### config.mk
export PLATFORM = sky130hd
export DESIGN_NAME = amcp_config_port
export DESIGN_NICKNAME = d
export VERILOG_FILES = /design/src/design/amcp_pkg.sv /design/src/design/amcp_sync.sv /design/src/design/amcp_config_port.sv
export SDC_FILE = /design/constraint.sdc
export NUM_CORES = 1
export LEC_CHECK = 0
export ABC_AREA = 1
export BUFFER_PORTS_ARGS = -buffer_cell sky130_fd_sc_hd__buf_2
export CAP_MARGIN = 10
export CORE_ASPECT_RATIO = 0.5
export CORE_MARGIN = 4
export CORE_UTILIZATION = 50
export DETAILED_ROUTE_END_ITERATION = 7
export PLACE_DENSITY = 0.71
export SLEW_MARGIN = 30
export SYNTH_ARGS = -nofsm -noshare
export SYNTH_HDL_FRONTEND = slang
export SYNTH_SLANG_ARGS = --single-unit
### constraint.sdc
create_clock -name core_clk_in -period 5.3 [get_ports core_clk_in]
set_input_delay 0.795 -clock core_clk_in [delete_from_list [all_inputs] [get_ports core_clk_in]]
set_output_delay 0.795 -clock core_clk_in [all_outputs]
set_load 0.02 [all_outputs]
### src/design/amcp_pkg.sv
// Shared constants of the converter mode-configuration port.
package amcp_pkg;
    // Serial word layout: read flag, seven address bits, eight data bits, MSB first.
    localparam int AMCP_WORD_BITS = 16;
    localparam int AMCP_HDR_BITS = 8;
    localparam int AMCP_RW_POS = 7;
    localparam int AMCP_NUM_REGS = 4;

    // Register indices of the mode control registers.
    localparam logic [6:0] AMCP_REG_RESET = 7'h00;
    localparam logic [6:0] AMCP_REG_POWER = 7'h01;
    localparam logic [6:0] AMCP_REG_TIMING = 7'h02;
    localparam logic [6:0] AMCP_REG_OUTMODE = 7'h03;

    // Field positions.
    localparam int AMCP_SWRST_POS = 7;
    localparam int AMCP_SLEEP_POS = 0;
    localparam int AMCP_NAP_POS = 1;
    localparam int AMCP_DCS_POS = 0;
    localparam int AMCP_OUTPUT_CLOCK_INVERT_POS = 3;
    localparam int AMCP_TERM_POS = 3;
    localparam int AMCP_CUR_LSB = 0;

    // Reset values.
    localparam logic [7:0] AMCP_RST_RESET = 8'h00;
    localparam logic [7:0] AMCP_RST_POWER = 8'h00;
    localparam logic [7:0] AMCP_RST_TIMING = 8'h00;
    localparam logic [7:0] AMCP_RST_OUTMODE = 8'h00;

    // Output current codes.
    localparam logic [2:0] AMCP_CUR_3P5 = 3'h0;
    localparam logic [2:0] AMCP_CUR_4P0 = 3'h1;
    localparam logic [2:0] AMCP_CUR_4P5 = 3'h2;
    localparam logic [2:0] AMCP_CUR_3P0 = 3'h4;
    localparam logic [2:0] AMCP_CUR_2P5 = 3'h5;
    localparam logic [2:0] AMCP_CUR_2P1 = 3'h6;
    localparam logic [2:0] AMCP_CUR_1P75 = 3'h7;

    // Synchroniser idle levels: select, cs_n, sck, sdi, encode_pos, encode_neg.
    // Chip select rests high and the encode pair rests low (negative input high),
    // so no false chip select or encode edge follows reset.
    localparam logic [5:0] AMCP_PIN_IDLE = 6'h11;
endpackage

### src/design/amcp_sync.sv
// Two-flop synchroniser bank for the configuration and encode pins.
`timescale 1ns/1ps
module amcp_sync #(
    parameter int WIDTH = 6,
    parameter logic [WIDTH-1:0] IDLE = '0
) (
    input wire logic core_clk_in,
    input wire logic reset_n_in,
    input wire logic [WIDTH-1:0] pins_in,
    output logic [WIDTH-1:0] sync_out
);
    logic [WIDTH-1:0] meta_q;
    logic [WIDTH-1:0] sync_q;

    // Each pin passes two flops; the first one feeds only the second.
    for (genvar i = 0; i < WIDTH; i++) begin : g_bit
        always_ff @(posedge core_clk_in or negedge reset_n_in) begin
            if (!reset_n_in) begin
                meta_q[i] <= IDLE[i];
                sync_q[i] <= IDLE[i];
            end else begin
                meta_q[i] <= pins_in[i];
                sync_q[i] <= meta_q[i];
            end
        end
    end

    assign sync_out = sync_q;
endmodule

### src/design/amcp_config_port.sv
// Mode-configuration port: serial register access or parallel pin strapping.
// Notes on behaviour
// - Select low: chip select, clock, data in and out form a serial port.
// - Select high: chip select, clock and data in are static mode levels.
// - Serial data shifts into registers only while chip select is low.
// - Each input bit is sampled on the rising serial clock edge.
// - Readback drives register bits on open-drain output; host samples falling edge.
// - Parallel mode: data in level picks 3.5mA or 1.75mA driver current.
// - Parallel mode: serial clock level selects sleep or normal operation.
// - Parallel mode: chip select level enables or disables duty cycle stabilizer.
// - Conversion starts on rising positive encode edge, falling complement edge.
// - Serial mode: stabilizer enable and clock inversion share one register.
// - Serial mode: current field offers seven levels, 3.5mA default.
`timescale 1ns/1ps
module amcp_config_port
    import amcp_pkg::*;
(
    input wire logic core_clk_in,
    input wire logic reset_n_in,
    input wire logic programming_select_in,
    input wire logic cs_n_in,
    input wire logic sck_in,
    input wire logic sdi_in,
    output logic sdo_out,
    output logic sdo_oe_out,
    input wire logic encode_pos_in,
    input wire logic encode_neg_in,
    output logic conversion_start_out,
    output logic [2:0] lvds_current_code_out,
    output logic lvds_termination_out,
    output logic sleep_out,
    output logic nap_out,
    output logic dcs_enable_out,
    output logic output_clock_invert_out
);
    // True when an address names an implemented register.
    function automatic logic addr_ok(input logic [6:0] addr);
        addr_ok = (addr < 7'(AMCP_NUM_REGS));
    endfunction

    // Default contents of one register.
    function automatic logic [7:0] reg_default(input int idx);
        case (idx)
            1: reg_default = AMCP_RST_POWER;
            2: reg_default = AMCP_RST_TIMING;
            3: reg_default = AMCP_RST_OUTMODE;
            default: reg_default = AMCP_RST_RESET;
        endcase
    endfunction

    logic [5:0] pins_s;
    logic psel_s, cs_s, sck_s, sdi_s, encp_s, encn_s;

    // All pins come from outside the core clock and are synchronised first.
    amcp_sync #(.WIDTH(6), .IDLE(AMCP_PIN_IDLE)) u_sync (
        .core_clk_in(core_clk_in),
        .reset_n_in(reset_n_in),
        .pins_in({programming_select_in, cs_n_in, sck_in, sdi_in, encode_pos_in,
                  encode_neg_in}),
        .sync_out(pins_s)
    );

    assign {psel_s, cs_s, sck_s, sdi_s, encp_s, encn_s} = pins_s;

    logic serial_mode;
    logic sck_prev_q, sck_prev_d, sck_rise, sck_fall;
    logic enc_prev_q, enc_prev_d, enc_high, enc_rise;

    assign serial_mode = !psel_s;
    assign sck_rise = sck_s && !sck_prev_q;
    assign sck_fall = !sck_s && sck_prev_q;
    assign enc_high = encp_s && !encn_s;
    assign enc_rise = enc_high && !enc_prev_q;
    assign sck_prev_d = sck_s;
    assign enc_prev_d = enc_high;

    logic [4:0] bit_cnt_q, bit_cnt_d;
    logic [AMCP_WORD_BITS-1:0] shift_q, shift_d;
    logic [7:0] rd_q, rd_d;
    logic reading_q, reading_d;
    logic sdo_oe_q, sdo_oe_d;
    logic [7:0] regs_q [AMCP_NUM_REGS];
    logic [7:0] regs_d [AMCP_NUM_REGS];
    logic wr_strobe;
    logic [6:0] wr_addr;
    logic [6:0] hdr_addr;

    assign hdr_addr = shift_d[AMCP_HDR_BITS-2:0];
    assign wr_addr = shift_d[AMCP_WORD_BITS-2:AMCP_HDR_BITS];

    // Serial shifter, readback path and register writes.
    always_comb begin
        bit_cnt_d = bit_cnt_q;
        shift_d = shift_q;
        rd_d = rd_q;
        reading_d = reading_q;
        sdo_oe_d = sdo_oe_q;
        regs_d = regs_q;
        wr_strobe = 1'b0;
        if (!serial_mode || cs_s) begin
            bit_cnt_d = '0;
            reading_d = 1'b0;
            sdo_oe_d = 1'b0;
        end else begin
            if (sck_rise && bit_cnt_q < 5'(AMCP_WORD_BITS)) begin
                shift_d = {shift_q[AMCP_WORD_BITS-2:0], sdi_s};
                bit_cnt_d = bit_cnt_q + 5'd1;
                if (bit_cnt_d == 5'(AMCP_HDR_BITS)) begin
                    reading_d = shift_d[AMCP_RW_POS];
                    rd_d = addr_ok(hdr_addr) ? regs_q[hdr_addr[1:0]] : 8'h00;
                end
                if (bit_cnt_d == 5'(AMCP_WORD_BITS) && !shift_d[AMCP_WORD_BITS-1]) begin
                    wr_strobe = 1'b1;
                end
            end
            if (sck_fall && reading_q && bit_cnt_q >= 5'(AMCP_HDR_BITS) &&
                bit_cnt_q < 5'(AMCP_WORD_BITS)) begin
                sdo_oe_d = !rd_q[7];
                rd_d = {rd_q[6:0], 1'b0};
            end
        end
        if (wr_strobe && addr_ok(wr_addr)) begin
            regs_d[wr_addr[1:0]] = shift_d[7:0];
            if (wr_addr == AMCP_REG_RESET && shift_d[AMCP_SWRST_POS]) begin
                for (int i = 0; i < AMCP_NUM_REGS; i++) begin
                    regs_d[i] = reg_default(i);
                end
            end
        end
    end

    always_ff @(posedge core_clk_in or negedge reset_n_in) begin
        if (!reset_n_in) begin
            sck_prev_q <= 1'b0;
            enc_prev_q <= 1'b0;
            bit_cnt_q <= '0;
            shift_q <= '0;
            rd_q <= '0;
            reading_q <= 1'b0;
            sdo_oe_q <= 1'b0;
            for (int i = 0; i < AMCP_NUM_REGS; i++) begin
                regs_q[i] <= reg_default(i);
            end
        end else begin
            sck_prev_q <= sck_prev_d;
            enc_prev_q <= enc_prev_d;
            bit_cnt_q <= bit_cnt_d;
            shift_q <= shift_d;
            rd_q <= rd_d;
            reading_q <= reading_d;
            sdo_oe_q <= sdo_oe_d;
            regs_q <= regs_d;
        end
    end

    logic [2:0] cur_d, cur_q;
    logic term_d, term_q, sleep_d, sleep_q, nap_d, nap_q;
    logic dcs_d, dcs_q, output_clock_invert_d, output_clock_invert_q, conv_d, conv_q;
    logic [2:0] cur_field;

    assign cur_field = regs_q[AMCP_REG_OUTMODE[1:0]][AMCP_CUR_LSB+:3];

    // Mode outputs from registers or from static pin levels.
    always_comb begin
        conv_d = enc_rise;
        if (serial_mode) begin
            cur_d = (cur_field == 3'h3) ? AMCP_CUR_3P5 : cur_field;
            term_d = regs_q[AMCP_REG_OUTMODE[1:0]][AMCP_TERM_POS];
            sleep_d = regs_q[AMCP_REG_POWER[1:0]][AMCP_SLEEP_POS];
            nap_d = regs_q[AMCP_REG_POWER[1:0]][AMCP_NAP_POS];
            dcs_d = regs_q[AMCP_REG_TIMING[1:0]][AMCP_DCS_POS];
            output_clock_invert_d = regs_q[AMCP_REG_TIMING[1:0]][AMCP_OUTPUT_CLOCK_INVERT_POS];
        end else begin
            cur_d = sdi_s ? AMCP_CUR_1P75 : AMCP_CUR_3P5;
            term_d = 1'b0;
            sleep_d = sck_s;
            nap_d = 1'b0;
            dcs_d = !cs_s;
            output_clock_invert_d = 1'b0;
        end
    end

    always_ff @(posedge core_clk_in or negedge reset_n_in) begin
        if (!reset_n_in) begin
            cur_q <= AMCP_CUR_3P5;
            term_q <= 1'b0;
            sleep_q <= 1'b0;
            nap_q <= 1'b0;
            dcs_q <= 1'b0;
            output_clock_invert_q <= 1'b0;
            conv_q <= 1'b0;
        end else begin
            cur_q <= cur_d;
            term_q <= term_d;
            sleep_q <= sleep_d;
            nap_q <= nap_d;
            dcs_q <= dcs_d;
            output_clock_invert_q <= output_clock_invert_d;
            conv_q <= conv_d;
        end
    end

    // Output pins; the open-drain output only ever pulls low.
    assign sdo_out = 1'b0;
    assign sdo_oe_out = sdo_oe_q;
    assign conversion_start_out = conv_q;
    assign lvds_current_code_out = cur_q;
    assign lvds_termination_out = term_q;
    assign sleep_out = sleep_q;
    assign nap_out = nap_q;
    assign dcs_enable_out = dcs_q;
    assign output_clock_invert_out = output_clock_invert_q;

    // Checks on the port behaviour.
    a_cs_high_release: assert property (@(posedge core_clk_in) disable iff (!reset_n_in)
        cs_s |=> !sdo_oe_out)
        else $error("serial output driven while deselected");
    a_write_when_sel: assert property (@(posedge core_clk_in) disable iff (!reset_n_in)
        wr_strobe |-> !cs_s && serial_mode && $past(bit_cnt_q) == 5'd15)
        else $error("register write outside a selected sixteen bit word");
    a_sample_rising: assert property (@(posedge core_clk_in) disable iff (!reset_n_in)
        (serial_mode && !cs_s && !sck_rise) |=> $stable(bit_cnt_q) && $stable(shift_q))
        else $error("shifter moved without a rising serial clock");
    a_sdo_on_fall: assert property (@(posedge core_clk_in) disable iff (!reset_n_in)
        $rose(sdo_oe_out) |-> $past(sck_fall) && $past(reading_q))
        else $error("serial output changed away from a falling edge");
    a_par_current: assert property (@(posedge core_clk_in) disable iff (!reset_n_in)
        (psel_s && $past(psel_s)) |=> lvds_current_code_out ==
            ($past(sdi_s) ? AMCP_CUR_1P75 : AMCP_CUR_3P5))
        else $error("parallel current does not follow data-in level");
    a_par_sleep: assert property (@(posedge core_clk_in) disable iff (!reset_n_in)
        psel_s |=> sleep_out == $past(sck_s) && !nap_out)
        else $error("parallel sleep does not follow clock level");
    a_par_dcs: assert property (@(posedge core_clk_in) disable iff (!reset_n_in)
        psel_s |=> dcs_enable_out == !$past(cs_s))
        else $error("parallel stabilizer does not follow select level");
    a_encode_start: assert property (@(posedge core_clk_in) disable iff (!reset_n_in)
        enc_rise |=> conversion_start_out ##1 !conversion_start_out)
        else $error("conversion start not a single pulse on encode rise");
    a_timing_held: assert property (@(posedge core_clk_in) disable iff (!reset_n_in)
        !wr_strobe |=> $stable(regs_q[AMCP_REG_TIMING[1:0]]))
        else $error("register changed without a write");
    a_serial_dcs: assert property (@(posedge core_clk_in) disable iff (!reset_n_in)
        serial_mode |=> dcs_enable_out == $past(regs_q[AMCP_REG_TIMING[1:0]][AMCP_DCS_POS]))
        else $error("serial stabilizer does not follow its register");
    a_serial_cur: assert property (@(posedge core_clk_in) disable iff (!reset_n_in)
        serial_mode |=> lvds_current_code_out != 3'h3)
        else $error("reserved current code reached the driver");
endmodule

After elaboration in Yosys (flattened, before gate mapping)
Index checks and enable logic that the tools add are counted.
{"block": "totals", "register_bits": 85, "latchBits": 0, "word_cells": 103, "memories": 0, "romBits": 0, "ram_bits": 0, "in_bits": 8, "output_inout_bits": 11}
{"block": "classes", "div_mod_pow": 0, "order_cmp": 7, "reduce_logical": 28, "shift": 0, "muxes": 31, "bitwise_logic": 3, "eq_ne": 3, "n_addsub": 1, "multipliers": 0}
{"operator": "two-way mux 8 bit", "count": 7}
{"operator": "bitwise mux 32 bit", "count": 1}
{"operator": "two-way mux 32 bit", "count": 1}
{"operator": "two-way mux 15 bit", "count": 2}
{"operator": "binary-select mux 8 bit (select 2 bit)", "count": 1}
{"operator": "demux 8 bit (select 2 bit)", "count": 1}
{"operator": "< comparator 7 x 3 -> 1 bit, second input constant", "count": 2}
{"operator": "two-way mux 1 bit", "count": 13}
{"operator": "logical AND 1 bit", "count": 12}
{"operator": "two-way mux 5 bit", "count": 2}
{"operator": "nonzero test 2 bit", "count": 5}
{"operator": "two-way mux 3 bit", "count": 3}
{"operator": "zero test 1 bit", "count": 7}
{"operator": "zero test 7 bit", "count": 1}
{"operator": ">= comparator 3 bit, second input constant", "count": 2}
{"operator": "NOT 2 -> 3 bit", "count": 2}
{"operator": "adder 5 x 1 -> 5 bit, second input constant", "count": 1}
{"operator": "== test 5 x 4 -> 1 bit, second input constant", "count": 1}
{"operator": "== test 5 bit, second input constant", "count": 1}
{"operator": ">= comparator 5 x 4 -> 1 bit, second input constant", "count": 1}
{"operator": "< comparator 5 bit, second input constant", "count": 1}
{"operator": "== test 3 x 2 -> 1 bit, second input constant", "count": 1}
{"operator": "< comparator 3 x 1 -> 1 bit, second input constant", "count": 1}
{"operator": "AND reduction 3 bit", "count": 1}
{"operator": "other kinds (3)", "count": 3}

Logic depth before layout (Yosys ltp)
Gate-level depths: netlist of run 1.
{"block": "logic_depth", "ltp_word": 13, "ltp_mapped": 13, "ltp_nobuf": 12}

Hierarchy
Synthesis of run 1 repeated with hierarchy kept, for this count alone.
{"block": "unflattened", "cells_unflattened": 425, "hier_area_um2": 3827.4}
{"module": "amcp_config_port", "seq_area_each_um2": 1826.8, "cells_each": 413, "n_inst": 1, "area_per_inst_um2": 3522.1}
{"module": "amcp_sync", "seq_area_each_um2": 305.3, "cells_each": 12, "n_inst": 1, "area_per_inst_um2": 305.3}

Worst setup path before layout of run 1
No wires, ideal clock.
{"block": "synth_path", "kind": "reg-to-reg", "startpoint": "reg u_sync.sync_q[4] (netlist: u_sync.sync_out[4])", "endpoint": "reg regs_q[29] in the netlist's numbering", "setup_slack_ps": 3471, "path_buffers": 3, "arrival_ps": 1706, "period_less_slack_ps": 1829, "required_ps": 5177, "path_stages_with_launch": 13, "setup_time_ps": 123, "path_cell_list": "dfstp_2 > nor2_1 > buf_4 > nand3_4 > buf_6 > nand2_1 > o21ai_1 > nand2_1 > nor2_4 > nand3_2 > buf_2 > nand2_1 > o21ai_1"}
{"block": "synth_between", "elab_chain_len": 9, "elab_cells_between_ends": 15, "cone_classes": "order compare (3); mux (6); bitwise (1); reduce/logical (5)"}
{"element": "from (decl)", "line_no": "amcp_sync.sv:13", "source": "logic [WIDTH-1:0] sync_q;"}
{"element": "from (signal, indexed assignment)", "line_no": "amcp_sync.sv:20", "source": "sync_q[i] <= IDLE[i];"}
{"element": "from (signal, indexed assignment)", "line_no": "amcp_sync.sv:23", "source": "sync_q[i] <= meta_q[i];"}
{"element": "logical OR 1 bit *", "line_no": "amcp_config_port.sv:100", "source": "if (!serial_mode || cs_s) begin"}
{"element": "two-way mux 15 bit", "line_no": "amcp_config_port.sv:100"}
{"element": "NOT 2 -> 3 bit (not written as such)", "line_no": "amcp_config_port.sv:123", "source": "regs_d[wr_addr[1:0]] = shift_d[7:0];"}
{"element": ">= comparator 3 bit (not written as such) / < comparator 3 x 1 -> 1 bit (equally long branches)", "line_no": "amcp_config_port.sv:123"}
{"element": "logical AND 1 bit (not written as such)", "line_no": "amcp_config_port.sv:123"}
{"element": "two-way mux 8 bit (not written as such)", "line_no": "amcp_config_port.sv:123"}
{"element": "demux 8 bit (select 2 bit)", "line_no": "amcp_config_port.sv:123"}
{"element": "bitwise mux 32 bit", "line_no": "amcp_config_port.sv:123"}
{"element": "two-way mux 32 bit", "line_no": "amcp_config_port.sv:124", "source": "if (wr_addr == AMCP_REG_RESET && shift_d[AMCP_SWRST_POS]) begin"}
{"element": "to (signal, indexed assignment)", "line_no": "amcp_config_port.sv:142", "source": "regs_q[i] <= reg_default(i);"}
{"element": "to (signal assigned)", "line_no": "amcp_config_port.sv:152", "source": "regs_q <= regs_d;"}
{"element": "to (decl)", "line_no": "amcp_config_port.sv:82", "source": "logic [7:0] regs_q [AMCP_NUM_REGS];"}
Mark *: on every way between the ends. The rest lies on a longest branch, timed or not.
A chain may end at the register's enable or synchronous reset.

Final worst setup path of run 1
{"block": "layout_path", "startpoint": "reg u_sync.sync_q[5] (netlist: u_sync.sync_out[5])", "endpoint": "reg rd_q[4]"}
{"block": "layout_between", "elab_chain_len": 10, "elab_cells_between_ends": 13, "cone_classes": "order compare (1); mux (8); bitwise (2); reduce/logical (2)"}
{"element": "logical OR 1 bit *", "line_no": "amcp_config_port.sv:100"}
{"element": "branches (longest 9 deep; another with < comparator 7 x 3 -> 1 bit)"}
{"element": "to (signal assigned)", "line_no": "amcp_config_port.sv:149", "source": "rd_q <= rd_d;"}
{"element": "to (decl)", "line_no": "amcp_config_port.sv:79", "source": "logic [7:0] rd_q, rd_d;"}
Every way passes the cells marked *. The select of a mux whose other input is x is not followed.

==> impl_metrics.toml, run 1 <==
[sta]
fin_tns_setup_ns = 0
rsz0062_at_grt = "no"
worst_slack_ns = 1.89
tightest_slew_ns = 0.846
period_share_pct = 64.4
finalSetupViolCount = 0
fmax_ghz = 0.293
period_needed_ns = 3.41
holdWs_ns = 0.345
hold_viol = 0
slew_headroom_pct = 43.0
drv_slew = 0
skew_ns = 0.00530

[synth]
synth_cells = 468
synth_area_um2 = 3890
synth-seq-cells = 85
synth_nets = 478
avgSynthCellArea_um2 = 8.32
synth_cell_types = 30
ys_seq_area_share_pct = 54.7
yosys_warnings = 0

[power]
vdd_drop_max_v = 0.000184
leakagePower_nw = 2.21
power.density_nw_per_um2 = 394

[detailed_routing]
vias_per_cell = 5.21
vias = 3113
drt-total-wl_um = 8680
wire_per_inst_um = 14.5
drt_pass1_iterations = 5
postRouteAntennaNets = 0
drt_iter0_drc = 318
drc = 0

[hold_path]
min_path_type = "flop to flop"
whs_endpoint = "u_sync.sync_out[5]$_DFF_PN0_"
hold_path_depth = 0
hp-start = "u_sync.meta_q[5]$_DFF_PN0_"

[finish]
num_antenna_cells = 0
fin_area_um2 = 4450
nNetsFinal = 495
drive_gt1_share_pct = 11.8
area_growth_pct = 14.2
fin_cells = 598
final_common_cell = "nand2_1"
final_cell_mix = "nand2_1, dfrtp_1, inv_1, nand3_1, o21ai_1"

[cts]
postCtsSetupBuffers = 0
cts_tree = "built"
cts_sinks = 85
cts.repair.resized = 0
clkTransAtPathRegs_ns = 0.06
clock_path_buffers = 2
root_buffer = "clkbuf_16"
h-tree-depth = 3
numCtsBuffers = 9
cts_hold_buf = 0
worstSkewPairLatency_ns = 0.34

[critical_path]
cp_slowest_cell = "nor2_1"
crit_fanout = 16
critical_path.top_delay_family = "simple AND/OR/NAND/NOR gates"
worst-r2r-cell-count = 10
crit_buf_inv = 2
reg2reg_from = "u_sync.sync_out[5]$_DFF_PN0_"
end_kind = "flop"
reg2reg_to = "rd_q[4]$_DFFE_PN0P_"
crit_type = "flop to flop"
cp.arrival_ns = 3.65
cpMostUsedCell = "nand2_1"
r2r_slack_ns = 1.89
startpoint_type = "flop"
path_cells = "nor2_1, inv_1, nor2_4, nand2_1, o21ai_1, clkinv_1, o211ai_1, nand2_1, nand2_1, nand2_1"
slowest_delay_ns = 0.71
worstPathRequired_ns = 5.54

[floorplanning]
start_util_pct = 52.2
die_h_um = 70.4
io_pins = 19
fp-row-count = 22
die_area_um2 = 9350
die_w_um = 133
core_area_um2 = 7460

[placed_design]
dp_hpwl_um = 5790
placed_cell_area_um2 = 4050
port_buffers = 17
gp_congestion = 0.904
place_ws_ns = 2.01
dp_cells = 582

[global_routing]
grt_max_degree = 86
grt_pass1_wl_um = 14800
grt.overflow.total = 0
antenna_found_initial = 0
grt_pass1_vias = 2909
grtUsageTotal_pct = 20.4

[flow_run]
drv_cap = 0

[outcome]
status = "completed"
==> flip-flops by register name, indices dropped and copies added, names as in the netlist, 3 cells and up <==
signal	flops
regs_q	29
bit_cnt_q	5
lvds_current_code_out	3
shift_q	15
rd_q	8
u_sync.sync_out	6
cur_field	3
u_sync.meta_q	6
==> through the flow <==
step           util [%]  power, mW
2_1_floorplan         -      0.879
3_3_place_gp       54.2      0.939
3_5_place_dp       54.3      0.941
4_1_cts            59.6       1.77
5_1_grt            59.6       1.83
6_report           59.6       1.75
==> power breakdown <==
part / internal, mW / leakage [nW] / switching (mW)
Sequential: 0.687 / 1.12 / 0.0224
Clock: 0.568 / 0.189 / 0.250
Combinational: 0.0581 / 0.901 / 0.168
Total: 1.31 / 2.21 / 0.440
==> cells by family after synthesis <==
logic type               share of synthesized area, %
AND/OR/NAND/NOR                                  27.0
flip-flops                                       54.7
buffers and inverters                            8.09
AO/OA/AOI/OAI                                    9.16
adder cells (fa/ha/maj)                         0.642
XOR/XNOR                                        0.225
other                                          0.0963
==> worst max-delay path by stage <==
stage	startpoint	depth (start not counted)	end
floorplan	u_sync.sync_out[4]$_DFF_PN1_	12	regs_q[29]$_DFFE_PN0P_
global placement	u_sync.sync_out[5]$_DFF_PN0_	10	rd_q[7]$_DFFE_PN0P_
detailed placement	u_sync.sync_out[5]$_DFF_PN0_	10	rd_q[7]$_DFFE_PN0P_
CTS	u_sync.sync_out[5]$_DFF_PN0_	10	rd_q[7]$_DFFE_PN0P_
global route	u_sync.sync_out[5]$_DFF_PN0_	9	regs_q[9]$_DFFE_PN0P_
finish	u_sync.sync_out[5]$_DFF_PN0_	10	rd_q[4]$_DFFE_PN0P_
==> worst register-to-register path: stages, from the launching register on <==
cell and delay [ns]:
dfrtp_1 0.53, nor2_1 0.71, inv_1 0.26, nor2_4 0.35
nand2_1 0.09, o21ai_1 0.45, clkinv_1 0.51, o211ai_1 0.22
nand2_1 0.07, nand2_1 0.06, nand2_1 0.05
==> synth_stat cells <==
cell / number / area share [%]
buf_4: 3 / 0.58
nand2_1: 173 / 17
o211ai_1: 11 / 2.1
nand3_4: 1 / 0.45
nor2_4: 4 / 1.2
nand2_2: 1 / 0.16
nand3_2: 5 / 1.3
nor2_1: 17 / 1.6
dfstp_2: 4 / 2.7
nor2_2: 3 / 0.48
o21ai_2: 1 / 0.22
o21ai_0: 13 / 1.7
a21oi_1: 11 / 1.4
nand4_1: 6 / 0.96
inv_1: 59 / 5.7
dfrtp_1: 81 / 52
ha_1: 2 / 0.64
o31ai_1: 3 / 0.58
nor3_1: 3 / 0.39
o22ai_1: 2 / 0.32
clkinv_1: 1 / 0.096
o21ai_1: 22 / 2.8
xor2_1: 1 / 0.22
buf_6: 2 / 0.58
conb_1: 1 / 0.096
nor3_2: 2 / 0.51
nand3_1: 26 / 3.3
inv_2: 3 / 0.29
buf_2: 6 / 0.77
clkbuf_1: 1 / 0.096
==> final cells by class <==
class,count,area (um2)
repair buffers,18,98.8
fillers,667,3010
clock inverters,6,158
flip-flops and latches,85,2130
inverters,63,236
well taps,108,135
multi-input cells,308,1450
clock buffers,10,239
==> per-layer routing <==
metal	track usage [%]	routed length, um	vias up
met1	28.5	4120	1488
met3	6.12	547	14
met5	0	0	-
li1	-	-	1517
met4	6.68	149	0
met2	30.4	3860	94
Power figures use the tool's default switching activity.
==> run 2: changes to the inputs <==
==> constraint.sdc (replaced) <==
create_clock -name core_clk_in -period 3.15 [get_ports core_clk_in]
set_input_delay 0.4725 -clock core_clk_in [delete_from_list [all_inputs] [get_ports core_clk_in]]
set_output_delay 0.4725 -clock core_clk_in [all_outputs]
set_load 0.02 [all_outputs]
==> run 2 against run 1 <==
Sequential share of layout area rose by 0.78 points. Non-clock buffer count rose by 3. Clock-buffer cell count rose by 1. Register-to-register slack got worse by 1.3 ns. Clock skew rose by 0.0017 ns. Worst hold slack got worse by 0.16 ns. Critical path depth did not move. Maximum frequency rose by 33%. Cell area fell by 1.6%. Flip-flop and latch count did not move. Routed wire length fell by 1.5%. Via count fell by 2.0%. Critical path type unchanged. Critical endpoint is now rd_q[6]$_DFFE_PN0P_.
==> impl_metrics.toml, run 2 (synthesis results as in run 1) <==
[finish]
area_growth_pct = 12.3
num_antenna_cells = 0
largest_register_ffs = 29
fin_area_um2 = 4380
top_regs = "regs_q (29), shift_q (15), rd_q (8)"
nNetsFinal = 498
regMostFlops = "regs_q"
final_common_cell = "nand2_1"
drive_gt1_share_pct = 12.2
fill_cells = 657
final_cell_mix = "nand2_1, dfrtp_1, inv_1, nand3_1, o21ai_1"

[cts]
numCtsBuffers = 9
clock_path_buffers = 2
h-tree-depth = 3
cts_hold_buf = 0
cts_tree = "built"
clkTransAtPathRegs_ns = 0.06
postCtsSetupBuffers = 0
worstSkewPairLatency_ns = 0.34
cts_sinks = 85
root_buffer = "clkbuf_16"
cts.repair.resized = 0

[detailed_routing]
drt-total-wl_um = 8540
drt_iter0_drc = 266
postRouteAntennaNets = 0
drc = 0
drt_pass1_iterations = 4
vias_per_cell = 5.07
vias = 3050
wire_per_inst_um = 14.2

[sta]
rsz0062_at_grt = "no"
tightest_slew_ns = 0.750
fmax_ghz = 0.391
finalSetupViolCount = 0
hold_viol = 0
fin_tns_setup_ns = 0
slew_headroom_pct = 50.0
skew_ns = 0.00703
period_needed_ns = 2.56
drv_slew = 0
period_share_pct = 81.2

[global_routing]
antenna_found_initial = 0
grtUsageTotal_pct = 19.9
grt_max_degree = 86
top_usage_layer = "met2"
use_met3_pct = 6.40
grt_pass1_vias = 2888
grt.overflow.total = 0
grtUsageMet1_pct = 28.1
gr-usage-met2_pct = 28.8
grt_pass1_wl_um = 14400

[critical_path]
cp.arrival_ns = 2.83
crit_type = "flop to flop"
worst-r2r-cell-count = 10
crit_fanout = 16
worstPathRequired_ns = 3.43
startpoint_type = "flop"
end_kind = "flop"

[floorplanning]
start_util_pct = 52.2
fp-row-count = 22
die_h_um = 70.4
core_area_um2 = 7460
die_area_um2 = 9350
die_w_um = 133
io_pins = 19

[placed_design]
gp_congestion = 0.888
port_buffers = 17
placed_cell_area_um2 = 4070
dp_hpwl_um = 6050

[flow_run]
drv_cap = 0

[power]
vdd_drop_max_v = 0.000319
power.density_nw_per_um2 = 604
leakagePower_nw = 2.17

[outcome]
status = "completed"

[hold_path]
min_path_type = "primary input to async pin"
[run 2: cell types whose count changed in the layout (fill, tap and decap cells not counted)]
cell | before | now
bufinv_16 | 5 | 1
buf_4 | 1 | 4
clkinvlp_4 | 1 | 4
clkbuf_1 | 0 | 1
[run 2: metrics by stage]
step           hold WS [ns]  util (%)  std cells  setup WS [ns]  total power [mW]
6_report              0.182      58.7        601          0.593              2.64
5_1_grt               0.218      58.7        601          0.303              2.76
4_1_cts               0.213      58.7        601          0.589              2.65
3_5_place_dp          0.336      54.6        585          0.648              1.59
3_3_place_gp          0.332      54.5        585          0.666              1.59
2_1_floorplan         0.177         -        468           1.32              1.48
[run 2: routing by layer]
| layer | up-vias | routed length, um |
|---|---|---|
| met5 | - | 0 |
| met4 | 0 | 145 |
| met3 | 12 | 640 |
| met2 | 86 | 3690 |
| met1 | 1435 | 4070 |
| li1 | 1517 | - |
[run 2: worst paths after layout]
kind | from | to | slack (ns)
setup / recovery | u_sync.sync_out[5]$_DFF_PN0_ | rd_q[6]$_DFFE_PN0P_ | 0.59
hold / removal | reset_n_in | regs_q[21]$_DFFE_PN0P_ | 0.18
setup reg to reg | u_sync.sync_out[5]$_DFF_PN0_ | rd_q[6]$_DFFE_PN0P_ | 0.59
hold reg to reg | u_sync.meta_q[3]$_DFF_PN0_ | u_sync.sync_out[3]$_DFF_PN0_ | 0.35
max in group asynchronous | reset_n_in | regs_q[10]$_DFFE_PN0P_ | 2.46
min in group core_clk_in | encode_neg_in | u_sync.meta_q[0]$_DFF_PN1_ | 0.23
[run 2: worst max-delay path, stage by stage (launching register included)]
cell     delay [ns]
dfrtp_1        0.51
nor2_1         0.16
buf_4          0.19
inv_1          0.12
nor2_4         0.32
o21ai_0        0.34
nor2_1         0.18
nand2_1        0.07
nor3_2         0.38
nand2_1        0.14
nand2_1        0.08
[run 2: power by group]
group,switching [mW],internal (mW)
Clock,0.430,0.636
Sequential,0.0355,1.16
Combinational,0.280,0.106
[run 2: layout make-up]
cell class	count	area, um2	area share, %
clock buffer	11	243	5.55
clock inverter	5	60.1	1.37
inverter	63	236	5.40
multi-input combinational	308	1450	33.1
sequential	85	2130	48.7
tap	108	135	3.09
timing repair buffer	21	121	2.77
==> run 3: changes to the inputs <==
==> constraint.sdc (replaced) <==
create_clock -name core_clk_in -period 2.6 [get_ports core_clk_in]
set_input_delay 0.39 -clock core_clk_in [delete_from_list [all_inputs] [get_ports core_clk_in]]
set_output_delay 0.39 -clock core_clk_in [all_outputs]
set_load 0.02 [all_outputs]
==> run 3 against run 2 <==
Flip-flop and latch count unchanged. Maximum frequency increased by 5.5%. Clock skew about the same. Die area unchanged. Worst hold slack got worse by 0.11 ns. Largest power group unchanged.
==> impl_metrics.toml, run 3 (synthesis results as in run 1) <==
[global_routing]
grt_pass1_wl_um = 14100
grt_max_degree = 50
grtUsageTotal_pct = 19.4
antenna_found_initial = 0
grt_pass1_vias = 2848
grt.overflow.total = 0

[placed_design]
gp_congestion = 0.843
port_buffers = 17
placed_cell_area_um2 = 4130
dp_hpwl_um = 5860

[floorplanning]
die_area_um2 = 9350
die_h_um = 70.4
io_pins = 19
core_area_um2 = 7460
fp-row-count = 22
start_util_pct = 52.2
die_w_um = 133

[power]
leakagePower_nw = 2.22
power.density_nw_per_um2 = 727
vdd_drop_max_v = 0.000426

[finish]
top_regs = "regs_q (29), shift_q (15), rd_q (8)"
regMostFlops = "regs_q"
nNetsFinal = 504
num_antenna_cells = 0
area_growth_pct = 13.9
drive_gt1_share_pct = 13.2
fill_cells = 661
largest_register_ffs = 29
fin_area_um2 = 4440
final_cell_mix = "nand2_1, dfrtp_1, inv_1, nand3_1, o21ai_1"
final_common_cell = "nand2_1"

[sta]
period_share_pct = 93.3
slew_headroom_pct = 57.8
drv_slew = 0
finalSetupViolCount = 0
tightest_slew_ns = 0.633
fin_tns_setup_ns = 0
rsz0062_at_grt = "yes"
hold_viol = 0
fmax_ghz = 0.412
period_needed_ns = 2.42
skew_ns = 0.00751

[critical_path]
cp.arrival_ns = 2.64
reg2reg_from = "u_sync.sync_out[4]$_DFF_PN1_"
end_kind = "flop"
crit_type = "flop to flop"
startpoint = "u_sync.sync_out[4]$_DFF_PN1_"
slowest_delay_ns = 0.53
startpoint_type = "flop"
cp_slowest_cell = "dfstp_2"
cpMostUsedCell = "nand2_1"
worstPathRequired_ns = 2.82
path_cells = "nor2_1, buf_4, nand3_4, buf_4, nand2_1, nand2_1, nand3_1, nor2_4, nand3_1, nand2_1, o21ai_1"
crit_fanout = 15

[cts]
h-tree-depth = 3
numCtsBuffers = 9
clock_path_buffers = 2
root_buffer = "clkbuf_16"
cts.repair.resized = 0
clkTransAtPathRegs_ns = 0.06
cts_sinks = 85
cts_tree = "built"
worstSkewPairLatency_ns = 0.34

[hold_path]
min_path_type = "primary input to async pin"

[outcome]
status = "completed"

[detailed_routing]
drt_pass1_iterations = 5
postRouteAntennaNets = 0
drc = 0
drt_iter0_drc = 217
drt-total-wl_um = 8220
vias = 3054
wire_per_inst_um = 13.5
vias_per_cell = 5.03

[flow_run]
drv_cap = 0
## run 3: report_power, final
group          leakage [nW]  total (mW)  switching [mW]  internal [mW]
clock network         0.149        1.29           0.497          0.793
logic                 0.950       0.493           0.351          0.142
registers              1.12        1.44          0.0437           1.40
total                  2.22        3.23           0.892           2.33
## run 3: layout make-up
type	count	area [um2]	area share, %
Sequential cell	85	2130	48.0
Multi-Input combinational cell	308	1460	32.8
Clock buffer	12	256	5.78
Inverter	63	236	5.33
Timing Repair Buffer	27	175	3.95
Tap cell	108	135	3.04
Clock inverter	4	47.5	1.07
## run 3: repair_timing
action | CTS | global route
setup buffers | 0 | 0
hold buffers | 0 | 0
setup endpoints to repair | 0 | 7
## run 3: worst max-delay path: cells and delay by family (launching register included)
family / cells / cell delay [ns]
buf+inv: 2 / 0.39
compound gates: 1 / 0.07
flops: 1 / 0.53
simple gates: 8 / 1.31
## run 3: per-stage QoR
stage / cells / setup WS, ns / hold WS [ns] / util (%) / power [mW]
global route: 607 / -0.0284 / 0.135 / 59.5 / 3.38
detailed placement: 591 / 0.238 / 0.335 / 55.3 / 1.95
global placement: 591 / 0.270 / 0.332 / 55.3 / 1.95
finish: 607 / 0.175 / 0.0752 / 59.5 / 3.23
floorplan: 468 / 0.771 / 0.0944 / - / 1.79
CTS: 607 / 0.195 / 0.0941 / 59.4 / 3.25
## run 3: path summary, 6_finish.rpt
check | end | slack (ns) | depth (start not counted)
worst min register to register | u_sync.sync_out[1]$_DFF_PN0_ | 0.35 | 0
worst max-delay path | regs_q[23]$_DFFE_PN0P_ | 0.18 | 11
worst max register to register | regs_q[23]$_DFFE_PN0P_ | 0.18 | 11
min in group core_clk_in | u_sync.meta_q[4]$_DFF_PN1_ | 0.15 | 1
worst min-delay path | regs_q[29]$_DFFE_PN0P_ | 0.08 | 1
max in group asynchronous | u_sync.sync_out[4]$_DFF_PN1_ | 1.88 | 2
## run 3: per-layer routing
layer  vias to the layer above  GRT usage (%)  part of all wire (%)
li1                       1530              -                     -
met1                      1443           28.9                    52
met2                        68           27.4                    42
met3                        13           5.32                   4.6
met4                         0           6.11                   1.7
met5                         -              0                     0
